## config.mk

```make
export PLATFORM = sky130hd
export DESIGN_NAME = audio_codec_format_agc_regs
export DESIGN_NICKNAME = d
export VERILOG_FILES = /design/src/rtl/codec_regs_pkg.sv /design/src/rtl/rate_decode.sv /design/src/rtl/agc_time_decode.sv /design/src/rtl/audio_codec_format_agc_regs.sv
export VERILOG_INCLUDE_DIRS = /design/src /design/src/rtl
export SDC_FILE = /design/constraint.sdc
export NUM_CORES = 1
export LEC_CHECK = 0
export BUFFER_PORTS_ARGS = -buffer_cell sky130_fd_sc_hd__buf_4
export CORE_MARGIN = 2
export CORE_UTILIZATION = 40
export CTS_CLUSTER_DIAMETER = 80
export DETAILED_ROUTE_END_ITERATION = 10
export GPL_TIMING_DRIVEN = 0
export PLACE_DENSITY = 0.8
export RECOVER_POWER = 25
export SLEW_MARGIN = 20
export SYNTH_ARGS = -nofsm -noshare
export SYNTH_HDL_FRONTEND = slang
export SYNTH_HIERARCHICAL = 1
export SYNTH_SLANG_ARGS = --single-unit
export TNS_END_PERCENT = 5
```

## constraint.sdc

```tcl
create_clock -name pclk -period 8 [get_ports pclk]
set_input_delay 1.2 -clock pclk [delete_from_list [all_inputs] [get_ports pclk]]
set_output_delay 1.2 -clock pclk [all_outputs]
set_load 0.02 [all_outputs]
```

## src/rtl/codec_regs_defines.svh

```systemverilog
/*
  Register offsets, field positions, reset values and decode constants for the audio format
  and headset input gain/AGC register bank.
  Assumes it is included by bare name from the register bank module.
*/
// Summary of operation
// The two-bit high-pass field disables the ADC filter at 00 and sets the corner at 0.0045, 0.0125 or 0.025 Fs.
// The two-bit word-size field selects 16, 20, 24 or 32 bit serial words and resets to 00.
// The serial format field selects I2S, DSP, right- or left-justified; right-justified needs an integer rate ratio.
// The three-bit playback rate field divides the reference rate by 1, 1.5, 2, 3, 4, 5, 5.5 or 6.
// The three-bit record rate field uses the same divisor encoding and resets to 000.
// The headset input mute bit mutes the input when set and resets to one.
// The seven-bit headset gain field sets 0 to 59.5 dB in 0.5 dB steps and resets to all ones.
// With the AGC on and the headset input selected, the mute and gain fields read back the AGC's applied gain.
// The three-bit AGC target field sets the output level from -5.5 dB down to -24 dB.
// The four-bit AGC time field sets attack 8 to 20 ms in its low bits and decay 100 to 500 ms in its high bits.
// The AGC enable bit hands PGA control to the AGC when set, otherwise software fields rule; it resets to zero. The code also needs headset_selected.
// Reserved bits of the audio control register read as zero and writes to them do nothing.
`ifndef CODEC_REGS_DEFINES_SVH
`define CODEC_REGS_DEFINES_SVH

`define FMT_REG_ADDR 12'h000
`define GAIN_REG_ADDR 12'h004
`define FMT_REG_INDEX 4'h0
`define GAIN_REG_INDEX 4'h1

`define FMT_WRITE_MASK 16'hCF3F
`define FMT_RESET 16'h0000
`define GAIN_RESET 16'hFF00

`define HPF_MSB 15
`define HPF_LSB 14
`define WSIZE_MSB 11
`define WSIZE_LSB 10
`define SFMT_MSB 9
`define SFMT_LSB 8
`define PRATE_MSB 5
`define PRATE_LSB 3
`define RRATE_MSB 2
`define RRATE_LSB 0

`define MUTE_BIT 15
`define PGA_MSB 14
`define PGA_LSB 8
`define TGT_MSB 7
`define TGT_LSB 5
`define TC_MSB 4
`define TC_LSB 1
`define AGCEN_BIT 0

`define PGA_MAX_CODE 7'h77
`define HPF_CORNER_0_PPM 20'h0_1194
`define HPF_CORNER_1_PPM 20'h0_30D4
`define HPF_CORNER_2_PPM 20'h0_61A8

`endif

```

## src/rtl/codec_regs_pkg.sv

```systemverilog
/*
  Types shared by the register bank and its decode helper.
  Assumes the defines header is on the include path.
*/
`default_nettype none
package codec_regs_pkg;
  typedef enum logic [1:0] {SFMT_I2S, SFMT_DSP, SFMT_RIGHT, SFMT_LEFT} serial_format_t;
  typedef enum logic [1:0] {APB_IDLE, APB_ACCESS} apb_state_t;
  // Divisor held as twice its value so half steps stay integral.
  function automatic logic [3:0] rate_divisor_x2(input logic [2:0] code);
    case (code)
      3'h0: rate_divisor_x2 = 4'h2;
      3'h1: rate_divisor_x2 = 4'h3;
      3'h2: rate_divisor_x2 = 4'h4;
      3'h3: rate_divisor_x2 = 4'h6;
      3'h4: rate_divisor_x2 = 4'h8;
      3'h5: rate_divisor_x2 = 4'hA;
      3'h6: rate_divisor_x2 = 4'hB;
      default: rate_divisor_x2 = 4'hC;
    endcase
  endfunction : rate_divisor_x2
endpackage : codec_regs_pkg
`default_nettype wire

```

## src/rtl/rate_decode.sv

```systemverilog
/*
  Decodes a three-bit rate code into a doubled reference-rate divisor.
  Assumes a stable code from a register; purely combinational.
*/
`default_nettype none
module rate_decode
  import codec_regs_pkg::*;
(
  input wire logic [2:0] code,     // Rate code.
  output logic [3:0] divisor_x2    // Divisor times two.
);
  // Shared encoding for playback and record paths.
  assign divisor_x2 = rate_divisor_x2(code); // see R4
endmodule : rate_decode
`default_nettype wire

```

## src/rtl/agc_time_decode.sv

```systemverilog
/*
  Decodes the AGC time-constant field into attack and decay times in milliseconds.
  Assumes a stable four-bit code; purely combinational.
*/
`default_nettype none
module agc_time_decode (
  input wire logic [3:0] code,      // Time-constant code.
  output logic [4:0] attack_ms,     // Attack time in ms.
  output logic [9:0] decay_ms       // Decay time in ms.
);
  // Low pair picks attack, high pair picks decay; sample rate plays no part.
  assign attack_ms = (code[1:0] == 2'h0) ? 5'h08 : (code[1:0] == 2'h1) ? 5'h0B :
                     (code[1:0] == 2'h2) ? 5'h10 : 5'h14;
  assign decay_ms = (code[3:2] == 2'h0) ? 10'h064 : (code[3:2] == 2'h1) ? 10'h0C8 :
                    (code[3:2] == 2'h2) ? 10'h190 : 10'h1F4;
endmodule : agc_time_decode
`default_nettype wire

```

## src/rtl/audio_codec_format_agc_regs.sv

```systemverilog
/*
  APB register bank for the audio format/rate control and headset input gain/AGC registers.
  Decodes each field into configuration outputs for the serial port, rate generator, ADC filter,
  and headset PGA. Assumes the AGC core supplies its applied gain and that the analog input
  selection reports when the headset input is routed to the ADC.
*/
`default_nettype none
`include "codec_regs_defines.svh"
module audio_codec_format_agc_regs
  import codec_regs_pkg::*;
#(
  parameter int ADDR_WIDTH = 12
) (
  input wire logic pclk,                      // APB clock, 10 MHz.
  input wire logic presetn,                   // Asynchronous active-low reset.
  input wire logic psel,                      // APB select.
  input wire logic penable,                   // APB access phase.
  input wire logic pwrite,                    // APB write direction.
  input wire logic [ADDR_WIDTH-1:0] paddr,    // APB byte address.
  input wire logic [31:0] pwdata,             // APB write data.
  input wire logic [3:0] pstrb,               // APB byte strobes.
  output logic [31:0] prdata,                 // APB read data.
  output logic pready,                        // APB ready.
  output logic pslverr,                       // APB error for unmapped address.
  input wire logic headset_selected,          // Headset input routed to the ADC.
  input wire logic [7:0] agc_applied_gain,    // AGC gain, mute bit plus seven gain bits.
  output logic hpf_enable,                    // ADC high-pass filter on.
  output logic [19:0] hpf_corner_ppm,         // Corner as millionths of Fs.
  output logic [5:0] word_size_bits,          // Serial word size in bits.
  output serial_format_t serial_format_select,// Serial data format.
  output logic format_invalid,                // Right-justified with non-integer ratio.
  output logic [3:0] playback_divisor_x2,     // Playback divisor times two.
  output logic [3:0] record_divisor_x2,       // Record divisor times two.
  output logic headset_pga_mute,              // Mute applied to the headset PGA.
  output logic [6:0] headset_pga_gain,        // Software gain to PGA, 0.5 dB steps.
  output logic agc_active,                    // AGC owns the PGA.
  output logic [2:0] headset_agc_target,      // AGC target level code.
  output logic [4:0] agc_attack_ms,           // Attack time in ms.
  output logic [9:0] agc_decay_ms             // Decay time in ms.
);

  // Refuse an address bus too narrow to tell the two registers apart.
  if (ADDR_WIDTH < 3) begin : g_addr_width_check
    $error("ADDR_WIDTH too small for the register map.");
  end

  logic [15:0] fmt_ff;
  logic [15:0] gain_ff;
  logic [15:0] nxt_fmt;
  logic [15:0] nxt_gain;
  logic [31:0] prdata_ff;
  logic [31:0] nxt_prdata;
  logic pslverr_ff;
  logic nxt_pslverr;

  // Address decode; only the low 12 address bits matter for the map.
  wire logic [11:0] addr12 = 12'(paddr);
  wire logic hit_fmt = (addr12 == `FMT_REG_ADDR);
  wire logic hit_gain = (addr12 == `GAIN_REG_ADDR);
  wire logic mapped = hit_fmt | hit_gain;
  wire logic setup = psel & ~penable;
  // Writes commit at the access edge, the one at which the master sees pready high.
  wire logic access = psel & penable & pready;
  wire logic wr_fmt = access & pwrite & hit_fmt;
  wire logic wr_gain = access & pwrite & hit_gain;

  // Byte-lane merge; strobes above the 16-bit register width are ignored.
  function automatic logic [15:0] merge(input logic [15:0] old, input logic [15:0] wd, input logic [1:0] st);
    merge = {st[1] ? wd[15:8] : old[15:8], st[0] ? wd[7:0] : old[7:0]};
  endfunction : merge

  // Reserved bits are masked so they neither store nor read back.
  assign nxt_fmt = wr_fmt ? (merge(fmt_ff, pwdata[15:0], pstrb[1:0]) & `FMT_WRITE_MASK) : fmt_ff;
  assign nxt_gain = wr_gain ? merge(gain_ff, pwdata[15:0], pstrb[1:0]) : gain_ff;

  // AGC ownership of the PGA needs both the enable and the headset route.
  wire logic agc_owns = gain_ff[`AGCEN_BIT] & headset_selected;
  wire logic [15:0] gain_readback = agc_owns ? {agc_applied_gain, gain_ff[7:0]} : gain_ff;

  // Read data is latched during setup so the access phase answers with no wait state.
  assign nxt_prdata = (setup & ~pwrite & hit_fmt) ? {16'h0000, fmt_ff & `FMT_WRITE_MASK} :
                      (setup & ~pwrite & hit_gain) ? {16'h0000, gain_readback} :
                      setup ? 32'h0000_0000 : prdata_ff;
  assign nxt_pslverr = setup ? ~mapped : pslverr_ff;

  // Register storage; reset values put the headset input muted at full gain.
  always_ff @(posedge pclk or negedge presetn) begin
    if (!presetn) begin
      fmt_ff <= `FMT_RESET; // see R2
      gain_ff <= `GAIN_RESET; // see R6 see R7
      prdata_ff <= 32'h0000_0000;
      pslverr_ff <= 1'b0;
    end else begin
      fmt_ff <= nxt_fmt;
      gain_ff <= nxt_gain;
      prdata_ff <= nxt_prdata;
      pslverr_ff <= nxt_pslverr;
    end
  end

  // The bank never stalls, so every access phase lasts exactly one cycle.
  assign pready = 1'b1;
  assign prdata = prdata_ff;
  assign pslverr = pslverr_ff & psel & penable;

  // High-pass filter corner decode; code zero bypasses the filter.
  wire logic [1:0] hpf_code = fmt_ff[`HPF_MSB:`HPF_LSB];
  assign hpf_enable = (hpf_code != 2'h0);
  assign hpf_corner_ppm = (hpf_code == 2'h1) ? `HPF_CORNER_0_PPM :
                          (hpf_code == 2'h2) ? `HPF_CORNER_1_PPM :
                          (hpf_code == 2'h3) ? `HPF_CORNER_2_PPM : 20'h0_0000;

  // Word size decode.
  wire logic [1:0] wsize_code = fmt_ff[`WSIZE_MSB:`WSIZE_LSB];
  assign word_size_bits = (wsize_code == 2'h0) ? 6'h10 : (wsize_code == 2'h1) ? 6'h14 :
                          (wsize_code == 2'h2) ? 6'h18 : 6'h20;

  // Serial format, with a flag when right-justified meets a non-integer rate ratio.
  assign serial_format_select = serial_format_t'(fmt_ff[`SFMT_MSB:`SFMT_LSB]);
  wire logic [7:0] cross_a = 8'(playback_divisor_x2) * 8'(record_divisor_x2);
  wire logic ratio_integer = ((playback_divisor_x2 % record_divisor_x2) == 4'h0) ||
                             ((record_divisor_x2 % playback_divisor_x2) == 4'h0);
  assign format_invalid = (serial_format_select == SFMT_RIGHT) & ~ratio_integer & (cross_a != 8'h00);

  // Rate decoders share one encoding.
  rate_decode u_playback_rate (
    .code(fmt_ff[`PRATE_MSB:`PRATE_LSB]),
    .divisor_x2(playback_divisor_x2)
  );
  rate_decode u_record_rate (
    .code(fmt_ff[`RRATE_MSB:`RRATE_LSB]),
    .divisor_x2(record_divisor_x2)
  );

  // PGA control: software mute and gain always drive the PGA outputs; agc_active flags when the AGC owns the stage.
  assign agc_active = agc_owns;
  assign headset_pga_mute = gain_ff[`MUTE_BIT];
  assign headset_pga_gain = (gain_ff[`PGA_MSB:`PGA_LSB] > `PGA_MAX_CODE) ? `PGA_MAX_CODE :
                            gain_ff[`PGA_MSB:`PGA_LSB];
  assign headset_agc_target = gain_ff[`TGT_MSB:`TGT_LSB];

  // Time constants decoded once for the AGC core.
  agc_time_decode u_agc_time (
    .code(gain_ff[`TC_MSB:`TC_LSB]),
    .attack_ms(agc_attack_ms),
    .decay_ms(agc_decay_ms)
  );

endmodule : audio_codec_format_agc_regs
`default_nettype wire

```

# [Yosys cells after proc, flatten, opt, wreduce, memory -nomap -nowiden]
# Index checks and enable logic that the tools add are counted.
[word_totals] reg_bits=61 input_bits=62 output_inout_bits=99 word_cells=86
[op_classes] n_mul=1 n_div=2 magnitude_cmp=1 eq_ne=23 muxes=19 n_bitwise=18 n_reduce_logical=16
[ops] cell="2-to-1 mux 32 bit" n=3
[ops] cell="case mux 4 bit (7 select lines)" n=2
[ops] cell="2-to-1 mux 15 bit" n=3
[ops] cell="2-to-1 mux 10 bit" n=2
[ops] cell="equality test 3 bit, second input constant" n=6
[ops] cell="2-to-1 mux 6 bit" n=3
[ops] cell="2-to-1 mux 16 bit" n=1
[ops] cell="2-to-1 mux 7 bit" n=2
[ops] cell="AND 1 bit" n=13
[ops] cell="equality test 12 x 3 -> 1 bit, second input constant" n=1
[ops] cell="equality test 2 bit, second input constant" n=6
[ops] cell="equality test 3 x 2 -> 1 bit, second input constant" n=4
[ops] cell="logical NOT 12 bit" n=1
[ops] cell="2-to-1 mux 5 bit" n=2
[ops] cell="equality test 2 x 1 -> 1 bit, second input constant" n=4
[ops] cell="logical NOT 4 bit" n=2
[ops] cell="modulo 4 x 4 -> 4 bit" n=2
[ops] cell="multiplier 4 x 4 -> 8 bit" n=1
[ops] cell="AND reduction 2 bit" n=4
[ops] cell="nonzero test 8 bit" n=1
[ops] cell="> comparator 7 bit, second input constant" n=1
[ops] cell="equality test 3 x 1 -> 1 bit, second input constant" n=2
[ops] cell="logical NOT 2 bit" n=3
[ops] cell="logical NOT 3 bit" n=2
[ops] cell="other kinds (6)" n=9

# [Longest topological paths before layout]
# Gate-level depths: netlist (run 1).
[logic_depth] depth_word=8 ltp_mapped=24 depth_no_buf=24

# [By module]
# The synthesis (run 1) kept the hierarchy.
[modules_own_cells] module="audio_codec_format_agc_regs" n_inst=1 cells_each=386 area_each_um2=3827.4 seq_area_each_um2=1136.1
[modules_own_cells] module="agc_time_decode" n_inst=1 cells_each=20 area_each_um2=128.9 seq_area_each_um2=0.0
[modules_own_cells] module="rate_decode" n_inst=2 cells_each=9 area_each_um2=55.1 seq_area_each_um2=0.0

# [Worst setup path before layout (run 1)]
# No wires, ideal clock.
[synth_timing] path_kind="register to output" from="register fmt_ff[1]" to="output port format_invalid" arrival_time_ns=5.974 required_time_ns=6.800 slack_ns=0.826 path_stages_with_launch=23 n_path_buf=0 path_cell_list="dfrtp_1 -> nand2b_1 -> o21ai_0 -> inv_1 -> ha_1 -> nor4b_1 -> o2bb2ai_1 -> inv_1 -> ha_1 -> or2_2 -> and3_1 -> or2_2 -> inv_1 -> ha_1 -> nor2_1 -> a211oi_2 -> o21a_1 -> inv_1 -> fa_1 -> nor4bb_1 -> nor4b_1 -> o32ai_1 -> nor4_1"
[synth_between] elab_chain_cells=8 word_cells_on_any_way=18 classes_between="mul (1); div (2); eq/ne (6); mux (1); bitwise (3); reduce/logical (5)"
[synth_lines] item="start, declared" line_no="audio_codec_format_agc_regs.sv:47" text="logic [15:0] fmt_ff;"
[synth_lines] item="start signal, assigned" line_no="audio_codec_format_agc_regs.sv:89" text="fmt_ff <= `FMT_RESET;"
[synth_lines] item="start signal, assigned" line_no="audio_codec_format_agc_regs.sv:94" text="fmt_ff <= nxt_fmt;"
[synth_lines] item="equality test 3 bit, or another cell as far along" line_no="codec_regs_pkg.sv:11" text="case (code)"
[synth_lines] item="case mux 4 bit (7 select lines) *" line_no="codec_regs_pkg.sv:11"
[synth_lines] item="named net record_divisor_x2[0]" line_no="audio_codec_format_agc_regs.sv:33" text="output logic [3:0] record_divisor_x2,"
[synth_lines] item="modulo 4 x 4 -> 4 bit, on equally long branches" line_no="audio_codec_format_agc_regs.sv:121, audio_codec_format_agc_regs.sv:122"
[synth_lines] item="logical NOT 4 bit, on equally long branches" line_no="audio_codec_format_agc_regs.sv:121, audio_codec_format_agc_regs.sv:122"
[synth_lines] item="logical OR 1 bit" line_no="audio_codec_format_agc_regs.sv:121" text="wire logic ratio_integer = ((playback_divisor_x2 % record_divisor_x2) == 4'h0) ||"
[synth_lines] item="NOT 1 bit" line_no="audio_codec_format_agc_regs.sv:123" text="assign format_invalid = (serial_format_select == SFMT_RIGHT) & ~ratio_integer & (cross_a != 8'h00);"
[synth_lines] item="AND 1 bit" line_no="audio_codec_format_agc_regs.sv:123"
[synth_lines] item="AND 1 bit *" line_no="audio_codec_format_agc_regs.sv:123"
[synth_lines] item="end, declared" line_no="audio_codec_format_agc_regs.sv:31" text="output logic format_invalid,"
# Mark *: on every way through the listed nets, which the timed path passes. The rest lies on a longest branch.

# [Final worst setup path (run 1)]
[layout_timing] from="register fmt_ff[1]" to="output port format_invalid"
[layout_between] elab_chain_cells=8 word_cells_on_any_way=18 classes_between="mul (1); div (2); eq/ne (6); mux (1); bitwise (3); reduce/logical (5)"
[layout_lines] item="equality test 3 bit, or another cell as far along" line_no="codec_regs_pkg.sv:11"
[layout_lines] item="case mux 4 bit (7 select lines) *" line_no="codec_regs_pkg.sv:11"
[layout_lines] item="modulo 4 x 4 -> 4 bit, on equally long branches" line_no="audio_codec_format_agc_regs.sv:121, audio_codec_format_agc_regs.sv:122"
[layout_lines] item="logical NOT 4 bit, on equally long branches" line_no="audio_codec_format_agc_regs.sv:121, audio_codec_format_agc_regs.sv:122"
[layout_lines] item="logical OR 1 bit" line_no="audio_codec_format_agc_regs.sv:121"
[layout_lines] item="NOT 1 bit" line_no="audio_codec_format_agc_regs.sv:123"
[layout_lines] item="AND 1 bit" line_no="audio_codec_format_agc_regs.sv:123"
[layout_lines] item="AND 1 bit *" line_no="audio_codec_format_agc_regs.sv:123"
# Mark *: on every way between the ends. The rest lies on a longest branch, timed or not.

==> tab_implementation.tex, run 1 <==
\begin{tabular}{lr}
\hline
Metric & Value \\
\hline
\multicolumn{2}{l}{\textbf{Cells and area}} \\
Total number of nets in the final design & 687 \\
Layout-stage area growth over the synthesis result & 29.8\% \\
Commonest cells after routing, fill and taps aside & buf\_4, ha\_1, inv\_1, dfrtp\_1, conb\_1 \\
Layout cell share with drive strength beyond 1 & 38.4\% \\
Most frequent standard cell in the layout excluding fill and tap cells & buf\_4 \\
Diode count & 0 \\
Area of all placed cells without fillers & 5280 um2 \\
Non-filler instance count after layout & 704 \\
\multicolumn{2}{l}{\textbf{Synthesis}} \\
Number of flops mapped to enable cells by yosys & 0 \\
Share of flip-flops with an asynchronous set or reset after synthesis & 100\% \\
Predominant post-synthesis flop cell & dfrtp\_1 \\
Post-synth cell types & 62 \\
Number of warnings reported in the yosys synthesis log & 6 \\
Post-Synthesis Mean Instance Area & 9.59 um2 \\
Share of the yosys chip area belonging to registers & 27.9\% \\
Cell Area, Synth & 4070 um2 \\
Post-synthesis instance total & 424 \\
Post-synthesis sequential element count & 45 \\
\multicolumn{2}{l}{\textbf{Timing}} \\
Final setup TNS & 0 ns \\
Transition at the pin with the smallest max-transition slack & 2.34 ns \\
Unrepaired setup endpoints after global routing & no \\
FMAX & 0.133 GHz \\
Remaining max-slew budget at the tightest pin & -56.2\% \\
Final worst path period need & 7.51 ns \\
Final number of hold-violating endpoints & 0 \\
Final setup vio count & 0 \\
Count of final max-slew check failures & 46 \\
Final period utilization & 93.9\% \\
Skew final & 0.00169 ns \\
\multicolumn{2}{l}{\textbf{Critical path}} \\
Worst path max stage delay & 0.62 ns \\
Startpoint class of the critical path & flip-flop \\
Critical path's most frequent cell & inv\_1 \\
Crit path cell chain & nand2b\_1, o21ai\_1, inv\_1, ha\_1, nor4b\_1, o2bb2ai\_1, inv\_1, ha\_1, or2\_2, a31oi\_1, or2\_2, inv\_1, ha\_1, o21ai\_1, a211oi\_2, o21a\_1, inv\_1, fa\_1, nor4bb\_1, nor4b\_1, o32ai\_1, nor4\_1, buf\_4 \\
Worst setup EP type & primary output \\
Slack of the worst reg-to-reg path & 6.56 ns \\
Largest driver fanout on the critical path & 9 \\
Critical-path top delay cell & o21ai\_1 \\
Required time of the critical path & 6.80 ns \\
Category of the critical setup timing path & reg2out \\
Critical Path AT & 6.31 ns \\
\multicolumn{2}{l}{\textbf{Placement}} \\
Detailed-placement wirelength estimate & 7.81 mm \\
Post-Place Cells & 696 \\
Placer's final routability congestion estimate & 0.830 \\
Port bufs & 110 \\
Placed instance area & 5170 um2 \\
\multicolumn{2}{l}{\textbf{Clocking}} \\
Number of hold-repair buffers added at the cts stage & 0 \\
Clk root buf & clkbuf\_8 \\
Sink Count & 45 \\
Clk Latency, worst-skew pair & 0.29 ns \\
Post-CTS setup buffer count & 0 \\
CTS H-tree depth & 2 \\
Max Buffers Root-to-Sink & 2 \\
TritonCTS clock tree & yes \\
Register clock-pin slew on the reported worst setup and hold paths & 0.08 ns \\
Post-cts gate resize count & 0 \\
Clock buffer count from CTS & 5 \\
\multicolumn{2}{l}{\textbf{Floorplanning}} \\
Initial Utilization & 41.4\% \\
Die boundary width & 105 um \\
Area of the placeable core & 9820 um2 \\
Area of the die & 11,000 um2 \\
Cell Rows & 36 \\
Number of placed I/O pins & 161 \\
Overall die height & 105 um \\
\multicolumn{2}{l}{\textbf{GRT}} \\
Global-route wire length before repair & 15.9 mm \\
Initial antenna violation count & 0 \\
GR peak layer & met2 \\
Met3 track demand over resource in global routing & 2.99\% \\
Total global-route track usage & 17.2\% \\
Met1 GRT Util & 20.1\% \\
Met2 track demand over resource & 32.1\% \\
Pin count of the biggest net entering global routing & 46 \\
Vias in the first global route & 3,463 \\
Overall overflow remaining after global route & 0 \\
\multicolumn{2}{l}{\textbf{Drt}} \\
DR iter-0 viols & 124 \\
Vias & 3,538 \\
Residual DRC count & 0 \\
Final wirelength & 9.65 mm \\
Post-detailed-route via-to-cell ratio & 5.03 \\
Detailed-routing iteration count for the pre-antenna-repair pass & 4 \\
Drt wl/cell & 13.7 um \\
Antenna-violating nets left & 0 \\
\multicolumn{2}{l}{\textbf{Run}} \\
Maxcap violations & 1 \\
\multicolumn{2}{l}{\textbf{Worst hold path}} \\
Worst min path class & reg2reg \\
\multicolumn{2}{l}{\textbf{Power and ir drop}} \\
Peak supply drop & 0.000138 V \\
Pwr dens & 87.3 nW/um2 \\
Leak pwr & 2.82 nW \\
\multicolumn{2}{l}{\textbf{Status}} \\
Run status & finished with violations \\
Violations in the final reports & max-capacitance violations, max-slew violations \\
\hline
\end{tabular}
==> layout make-up <==
| class | instances | area, um2 |
|---|---|---|
| clock buffer | 7 | 86.3 |
| multi-input combinational | 312 | 2500 |
| inverter | 40 | 150 |
| fill | 869 | 4540 |
| buffer | 56 | 385 |
| clock inverter | 1 | 30.0 |
| sequential | 45 | 1140 |
| timing repair buffer | 110 | 822 |
| tap | 133 | 166 |
==> Yosys cell counts (2+ instances only) <==
library cell  number  area, um2
ha_1              49        613
buf_4             46        345
inv_1             40        150
dfrtp_1           37        926
mux2_2            27        304
nor2_1            25       93.8
a21oi_1           14       70.1
nand2_1           13       48.8
o21ai_0           12       60.1
mux2i_1            9       90.1
nand2b_1           9       56.3
clkbuf_1           8       30.0
dfstp_2            8        210
o21ai_1            8       40.0
a22oi_1            7       52.6
a222oi_1           6       60.1
fa_1               6        120
nor2b_1            6       37.5
and2_1             5       31.3
nand4_1            5       31.3
nor4b_1            5       43.8
o21a_1             5       37.5
or2_2              5       31.3
xor2_1             5       43.8
a21boi_0           4       30.0
nor3b_1            4       30.0
and3_1             3       18.8
conb_1             3       11.3
nand3b_1           3       22.5
nor3_1             3       15.0
or3_1              3       18.8
a211oi_1           2       15.0
a21o_1             2       15.0
a22o_1             2       17.5
a31oi_1            2       12.5
buf_2              2       10.0
nor2_2             2       12.5
nor3_4             2       32.5
nor4_4             2       42.5
nor4bb_1           2       20.0
xnor2_1            2       17.5
==> flip-flops by register name, indices dropped and copies added (netlist names) <==
register,count
fmt_ff,12
gain_ff,16
prdata,16
pslverr_ff,1
==> per-stage QoR <==
stage / hold slack [ns] / setup WS, ns / power (mW) / utilization [%]
finish: 0.521 / 0.489 / 0.461 / 53.8
CTS: 0.523 / 0.204 / 0.464 / 53.8
detailed placement: 0.495 / 0.544 / 0.289 / 52.6
global placement: 0.469 / 0.698 / 0.289 / 52.6
floorplan: 0.472 / 0.826 / 0.263 / -
global route: 0.534 / 0.0135 / 0.475 / 53.8
==> worst max-delay path, delay by kind of cell (launching register included) <==
| family | cells | cell delay (ns) |
|---|---|---|
| simple gates | 7 | 1.64 |
| buf+inv | 5 | 0.63 |
| compound gates | 7 | 2.02 |
| fa+ha+maj | 4 | 1.28 |
| flops | 1 | 0.45 |
==> metal layers <==
metal / vias to the layer above / wire (um)
met3: 13 / 605
li1: 1705 / -
met5: - / 0
met1: 1691 / 3970
met4: 0 / 132
met2: 129 / 4940
==> path summary, 6_finish.rpt <==
kind	cells after the start	startpoint	end
max	23	fmt_ff[1]	format_invalid
min	1	prdata[6]	prdata[6]
max reg2reg	5	gain_ff[0]	prdata[14]
min reg2reg	1	prdata[6]	prdata[6]
max in group asynchronous	1	presetn	fmt_ff[9]
min in group asynchronous	1	presetn	gain_ff[7]
==> where the power goes <==
group	internal (mW)	switching [mW]	total (mW)
Sequential	0.228	0.000129	0.228
Clock	0.102	0.0742	0.176
Combinational	0.0266	0.0304	0.0571
Total	0.356	0.105	0.461
==> logic make-up after synthesis <==
| group | count (synthesis) | share of synthesized area (%) |
|---|---|---|
| xor+xnor | 7 | 1.51 |
| fa+ha+maj | 55 | 18.0 |
| buf+inv | 96 | 13.2 |
| other cells | 3 | 0.277 |
| compound gates | 77 | 13.1 |
| mux | 36 | 9.69 |
| simple gates | 105 | 16.3 |
| flops | 45 | 27.9 |
Power figures use the tool's default switching activity.
==> run 2: changes to the inputs <==
Settings changed: CAP_MARGIN set to 20, CORE_UTILIZATION 40 to 50, PLACE_DENSITY 0.8 to 0.94.
==> run 2 against run 1 <==
  * Clock-buffer cell count shrank 1
  * Final area shrank 0.59%
  * Highest routed layer unchanged
  * Sequential power is essentially flat
  * Final cell count shrank 4.4%
  * Sequential share of layout area grew 0.13 points
  * Critical path type unchanged
  * Clock power grew 3%
  * Largest power group unchanged
  * The flow still finishes with violations (max-capacitance violations, max-slew violations)
  * Clock skew grew 0.0057 ns
  * Combinational power grew 1%
==> tab_implementation.tex, run 2 (synthesized netlist as in run 1, its figures left out) <==
\begin{tabular}{lr}
\hline
Metric & Value \\
\hline
\multicolumn{2}{l}{\textbf{Placement}} \\
Placer's final routability congestion estimate & 0.870 \\
Detailed-placement wirelength estimate & 8.20 mm \\
Post-Place Cells & 665 \\
Port bufs & 110 \\
Worst slack, placed & 0.370 ns \\
\multicolumn{2}{l}{\textbf{Floorplanning}} \\
Cell Rows & 32 \\
Area of the placeable core & 7810 um2 \\
Area of the die & 8870 um2 \\
Initial Utilization & 52.1\% \\
Number of placed I/O pins & 161 \\
Die boundary width & 94.2 um \\
Overall die height & 94.2 um \\
\multicolumn{2}{l}{\textbf{Timing}} \\
Final number of hold-violating endpoints & 0 \\
FMAX & 0.137 GHz \\
Final period utilization & 91.2\% \\
Final setup vio count & 0 \\
Final worst path period need & 7.30 ns \\
Final setup TNS & 0 ns \\
Count of final max-slew check failures & 46 \\
Skew final & 0.00734 ns \\
Remaining max-slew budget at the tightest pin & -59.7\% \\
Transition at the pin with the smallest max-transition slack & 2.40 ns \\
Unrepaired setup endpoints after global routing & no \\
Fin worst setup slack & 0.704 ns \\
\multicolumn{2}{l}{\textbf{Run}} \\
Maxcap violations & 1 \\
\multicolumn{2}{l}{\textbf{Critical path}} \\
Crit path cell chain & xnor2\_1, a21oi\_1, inv\_1, ha\_1, or2\_2, a31oi\_1, or2\_2, inv\_1, ha\_1, o21ai\_1, a211oi\_2, nand2\_1, o21a\_1, inv\_1, fa\_1, a21bo\_2, a21o\_1, a211o\_1, nor4bb\_1, nor4\_1, buf\_4 \\
Worst setup EP type & primary output \\
Slack of the worst reg-to-reg path & 6.50 ns \\
Critical path's most frequent cell & inv\_1 \\
Worst R2R Path Depth & 5 \\
Critical Path AT & 6.10 ns \\
Category of the critical setup timing path & reg2out \\
Worst path max stage delay & 0.81 ns \\
FF-to-FF End & prdata[14] \\
Required time of the critical path & 6.80 ns \\
Beginning of the worst register-to-register path & gain\_ff[0] \\
Critical-path top delay cell & a21oi\_1 \\
Largest driver fanout on the critical path & 9 \\
Startpoint class of the critical path & flip-flop \\
\multicolumn{2}{l}{\textbf{Cells and area}} \\
Commonest cells after routing, fill and taps aside & buf\_4, ha\_1, inv\_1, dfrtp\_1, conb\_1 \\
Sequential standard cell area & 1140 um2 \\
Multi-input logic area & 2510 um2 \\
Most frequent standard cell in the layout excluding fill and tap cells & buf\_4 \\
Diode count & 0 \\
Final-layout fill cell count & 579 \\
Layout cell share with drive strength beyond 1 & 38.7\% \\
Layout-stage area growth over the synthesis result & 29.1\% \\
Total number of nets in the final design & 687 \\
Non-filler instance count after layout & 673 \\
\multicolumn{2}{l}{\textbf{Clocking}} \\
TritonCTS clock tree & yes \\
Sink Count & 45 \\
Clock buffer count from CTS & 5 \\
Number of hold-repair buffers added at the cts stage & 0 \\
Clk Latency, worst-skew pair & 0.30 ns \\
Clk root buf & clkbuf\_8 \\
CTS H-tree depth & 2 \\
Max Buffers Root-to-Sink & 2 \\
Register clock-pin slew on the reported worst setup and hold paths & 0.09 ns \\
\multicolumn{2}{l}{\textbf{Worst hold path}} \\
Hold Crit Endpoint & prdata[13] \\
Worst min path class & reg2reg \\
Critical hold path startpoint & prdata[13] \\
Number of cells on the worst hold path & 2 \\
\multicolumn{2}{l}{\textbf{Drt}} \\
Vias & 3,588 \\
DR iter-0 viols & 112 \\
Top routing layer in use & met4 \\
DRT met1 WL & 4.00 mm \\
Residual DRC count & 0 \\
Drt wl/cell & 15.1 um \\
Detailed-routing iteration count for the pre-antenna-repair pass & 4 \\
Final wirelength & 10.2 mm \\
Routed length on met3 & 720 um \\
Post-detailed-route via-to-cell ratio & 5.33 \\
Met2 Routed Length & 5.34 mm \\
Antenna-violating nets left & 0 \\
\multicolumn{2}{l}{\textbf{Power and ir drop}} \\
Pwr dens & 88.9 nW/um2 \\
Share of power burned in the clock network & 38.8\% \\
Tot Pwr & 0.467 mW \\
Switching Power & 0.111 mW \\
Peak supply drop & 0.0000949 V \\
Sequential Power Share & 48.8\% \\
Portion of total power attributed to combinational logic & 12.4\% \\
Leak pwr & 2.82 nW \\
Internal Power & 0.356 mW \\
Fraction of power spent switching nets & 23.7\% \\
\multicolumn{2}{l}{\textbf{GRT}} \\
Vias in the first global route & 3,620 \\
Total global-route track usage & 23.3\% \\
Pin count of the biggest net entering global routing & 46 \\
Initial antenna violation count & 0 \\
Overall overflow remaining after global route & 0 \\
Global-route wire length before repair & 16.6 mm \\
\multicolumn{2}{l}{\textbf{Status}} \\
Run status & finished with violations \\
Violations in the final reports & max-capacitance violations, max-slew violations \\
\hline
\end{tabular}
## run 2: timing repair
action	4_1_cts	5_1_grt
endpoints found under the hold margin	0	0
setup buffers	0	0
endpoints found under the setup margin	0	1
gates resized for setup	0	1
## run 2: how the worst max path moves through the flow
stage               cells after the start  slack (ns)              to       from
finish                                 21        0.70  format_invalid  fmt_ff[0]
global route                           23        0.28  format_invalid  fmt_ff[1]
CTS                                    25        0.03  format_invalid  fmt_ff[1]
detailed placement                     25        0.37  format_invalid  fmt_ff[1]
global placement                       25        0.73  format_invalid  fmt_ff[1]
floorplan                              22        0.83  format_invalid  fmt_ff[1]
## run 2: per-layer routing
layer | GRT usage, % | up-vias
met1 | 26.3 | 1740
met4 | 6.40 | 0
met5 | 0 | -
met2 | 43.7 | 139
li1 | - | 1697
met3 | 4.98 | 12
## run 2: layout make-up
class / instances / area share, %
flip-flops and latches: 45 / 21.6
inverters: 40 / 2.86
repair buffers: 110 / 15.7
multi-input cells: 312 / 47.8
well taps: 102 / 2.43
clock inverters: 2 / 0.715
clock buffers: 6 / 1.57
plain buffers: 56 / 7.34
## run 2: worst max-delay path, delay by kind of cell, from the launching register on
kind,cells,cell delay (ns)
AND/OR/NAND/NOR,5,1.12
AO/OA/AOI/OAI,8,2.43
XOR/XNOR,1,0.16
buffers and inverters,4,0.67
adder cells (fa/ha/maj),3,0.95
flip-flops,1,0.47
## run 2: metrics by stage
step	hold slack (ns)	area (um2)	utilization, %
final	0.512	5250	67.2
after global routing	0.531	5250	67.2
after CTS	0.508	5250	67.2
after detailed placement	0.496	5130	65.7
after global placement	0.475	5130	65.7
after floorplan	0.472	4180	-
## run 2: power groups by stage
stage | clock network [mW] | registers, mW | logic, mW
after floorplan | 0 | 0.232 | 0.0310
after global placement | 0 | 0.232 | 0.0567
after detailed placement | 0 | 0.232 | 0.0575
after CTS | 0.183 | 0.228 | 0.0576
after global routing | 0.193 | 0.228 | 0.0624
final | 0.181 | 0.228 | 0.0579
==> run 3: changes to the inputs <==
Settings changed: CORE_UTILIZATION 50 to 45, PLACE_DENSITY 0.94 to 0.9.
Clock period 8 ns to 6.6 ns, I/O delays scaled along.
==> run 3 against run 2 <==
  * Critical endpoint unchanged
  * The flow still finishes with violations (max-capacitance violations, max-slew violations)
  * Largest cell class unchanged
  * Critical path type unchanged
  * Global-route usage is 3.5 points lower
  * Flip-flop and latch count unchanged
  * Utilization down 5.6 points
  * Total power increased by 27%
  * Final area is 2.8% higher
  * Register-to-register slack worse by 1.4 ns
  * Via count shrank 1.5%
==> tab_implementation.tex, run 3 (synthesized netlist as in run 1, its figures left out) <==
\begin{tabular}{lr}
\hline
Metric & Value \\
\hline
\multicolumn{2}{l}{\textbf{Status}} \\
Run status & finished with violations \\
Violations in the final reports & max-capacitance violations, max-slew violations \\
\multicolumn{2}{l}{\textbf{Critical path}} \\
FF-to-FF End & prdata[14] \\
Largest driver fanout on the critical path & 7 \\
Worst path max stage delay & 0.46 ns \\
Critical Path AT & 5.48 ns \\
Critical-path top delay cell & dfrtp\_1 \\
Category of the critical setup timing path & reg2out \\
Required time of the critical path & 5.61 ns \\
Slack of the worst reg-to-reg path & 5.13 ns \\
Beginning of the worst register-to-register path & gain\_ff[0] \\
Worst R2R Path Depth & 5 \\
Crit path cell chain & nand2b\_1, o21ai\_4, inv\_1, ha\_1, a21oi\_1, a21oi\_1, ha\_1, nor4b\_1, o31ai\_1, and2\_1, ha\_1, or2\_2, o311a\_1, a21oi\_1, inv\_1, fa\_1, a21boi\_0, o21ai\_0, nor2\_1, o221a\_2, nor4\_1, buf\_4 \\
Worst setup EP type & primary output \\
Startpoint class of the critical path & flip-flop \\
\multicolumn{2}{l}{\textbf{Clocking}} \\
Register clock-pin slew on the reported worst setup and hold paths & 0.08 ns \\
Clk Latency, worst-skew pair & 0.29 ns \\
Number of hold-repair buffers added at the cts stage & 0 \\
Sink Count & 45 \\
Clock buffer count from CTS & 5 \\
TritonCTS clock tree & yes \\
Clk root buf & clkbuf\_8 \\
Max Buffers Root-to-Sink & 2 \\
CTS H-tree depth & 2 \\
\multicolumn{2}{l}{\textbf{Timing}} \\
FMAX & 0.154 GHz \\
Final worst path period need & 6.47 ns \\
Fin worst setup slack & 0.126 ns \\
Count of final max-slew check failures & 46 \\
Skew final & 0.00202 ns \\
Remaining max-slew budget at the tightest pin & -58.9\% \\
Transition at the pin with the smallest max-transition slack & 2.38 ns \\
Final number of hold-violating endpoints & 0 \\
Hold WS & 0.509 ns \\
Final period utilization & 98.1\% \\
Final setup vio count & 0 \\
\multicolumn{2}{l}{\textbf{Drt}} \\
Detailed-routing iteration count for the pre-antenna-repair pass & 5 \\
Drt wl/cell & 14.5 um \\
Residual DRC count & 0 \\
Met2 Routed Length & 5.22 mm \\
Routed length on met3 & 641 um \\
Final wirelength & 9.93 mm \\
DRT met1 WL & 3.96 mm \\
Vias & 3,535 \\
Post-detailed-route via-to-cell ratio & 5.16 \\
Antenna-violating nets left & 0 \\
DR iter-0 viols & 93 \\
Top routing layer in use & met4 \\
\multicolumn{2}{l}{\textbf{Floorplanning}} \\
Overall die height & 99.1 um \\
Die boundary width & 99.1 um \\
Initial Utilization & 46.4\% \\
Area of the die & 9810 um2 \\
Number of placed I/O pins & 161 \\
Cell Rows & 34 \\
Area of the placeable core & 8760 um2 \\
\multicolumn{2}{l}{\textbf{Placement}} \\
Detailed-placement wirelength estimate & 7.92 mm \\
Placer's final routability congestion estimate & 0.938 \\
Worst slack, placed & -0.259 ns \\
Port bufs & 110 \\
\multicolumn{2}{l}{\textbf{Cells and area}} \\
Layout cell share with drive strength beyond 1 & 41.8\% \\
Most frequent standard cell in the layout excluding fill and tap cells & buf\_4 \\
Total number of nets in the final design & 693 \\
Commonest cells after routing, fill and taps aside & buf\_4, ha\_1, inv\_1, dfrtp\_1, conb\_1 \\
Fin util & 61.6\% \\
Layout-stage area growth over the synthesis result & 32.7\% \\
Final-layout fill cell count & 741 \\
Diode count & 0 \\
\multicolumn{2}{l}{\textbf{Power and ir drop}} \\
Internal Power & 0.459 mW \\
Share of power burned in the clock network & 41.4\% \\
Sequential Power Share & 46.8\% \\
Pwr dens & 109 nW/um2 \\
Switching Power & 0.132 mW \\
Leak pwr & 2.88 nW \\
Peak supply drop & 0.000106 V \\
Portion of total power attributed to combinational logic & 11.8\% \\
Fraction of power spent switching nets & 22.3\% \\
\multicolumn{2}{l}{\textbf{GRT}} \\
Total global-route track usage & 19.8\% \\
Vias in the first global route & 3,466 \\
Initial antenna violation count & 0 \\
Pin count of the biggest net entering global routing & 46 \\
Global-route wire length before repair & 16.1 mm \\
Overall overflow remaining after global route & 0 \\
\multicolumn{2}{l}{\textbf{Worst hold path}} \\
Worst min path class & reg2reg \\
Hold Crit Endpoint & prdata[12] \\
Number of cells on the worst hold path & 2 \\
Critical hold path startpoint & prdata[12] \\
\multicolumn{2}{l}{\textbf{Run}} \\
Maxcap violations & 1 \\
\hline
\end{tabular}
## run 3: cell types whose count changed in the layout (fill, tap and decap cells not counted), sizes merged
cell / before / now
clkinvlp: 1 / 0
clkinv: 0 / 1
bufinv: 1 / 2
clkbuf: 15 / 14
buf: 157 / 163
## run 3: power by group through the flow
stage | Combinational (mW) | Sequential (mW) | Clock [mW]
final | 0.0699 | 0.276 | 0.244
after floorplan | 0.0375 | 0.281 | 0
after global placement | 0.0684 | 0.281 | 0
after global routing | 0.0751 | 0.276 | 0.258
after detailed placement | 0.0694 | 0.281 | 0
after CTS | 0.0697 | 0.276 | 0.247
## run 3: how the worst max path moves through the flow
stage                     cells past startpoint       from             end
after detailed placement                     23  fmt_ff[1]  format_invalid
after global routing                         22  fmt_ff[4]  format_invalid
after floorplan                              22  fmt_ff[1]  format_invalid
after global placement                       23  fmt_ff[1]  format_invalid
final                                        22  fmt_ff[4]  format_invalid
after CTS                                    21  fmt_ff[0]  format_invalid
## run 3: what timing repair did
action                                 in CTS  in global routing
setup buffers                               1                  5
endpoints found under the hold margin       0                  0
resized for setup                           7                 16
setup endpoints to repair                   1                  1
pin swaps                                   2                  7
## run 3: worst max-delay path, delay by kind of cell (launching register included)
| kind | cells | cell delay, ns |
|---|---|---|
| and+or+nand+nor | 6 | 1.35 |
| buffers and inverters | 3 | 0.46 |
| AOI/OAI and AO/OA | 9 | 1.60 |
| adders and majority gates | 4 | 1.29 |
| DFF | 1 | 0.46 |
## run 3: area by class of cell
cell class	count	area (um2)	share of cell area (%)
buffer	56	387	7.16
clock buffer	5	68.8	1.28
clock inverter	3	65.1	1.21
inverter	40	150	2.78
multi-input combinational	312	2580	47.9
sequential	45	1140	21.1
tap	108	135	2.50
timing repair buffer	116	867	16.1
## run 3: through the flow
stage	cell area, um2	setup TNS, ns	std cells	power, mW
after global placement	5140	-0.120	671	0.350
after CTS	5310	0	680	0.593
after global routing	5400	-0.128	685	0.610
final	5400	0	685	0.590
after floorplan	4180	0	453	0.319
after detailed placement	5140	-0.259	671	0.351
## run 3: routing by layer
layer	vias to the layer above	track usage (%)
li1	1718	-
met3	12	3.26
met2	131	38.0
met5	-	0
met1	1674	22.6
met4	0	4.85
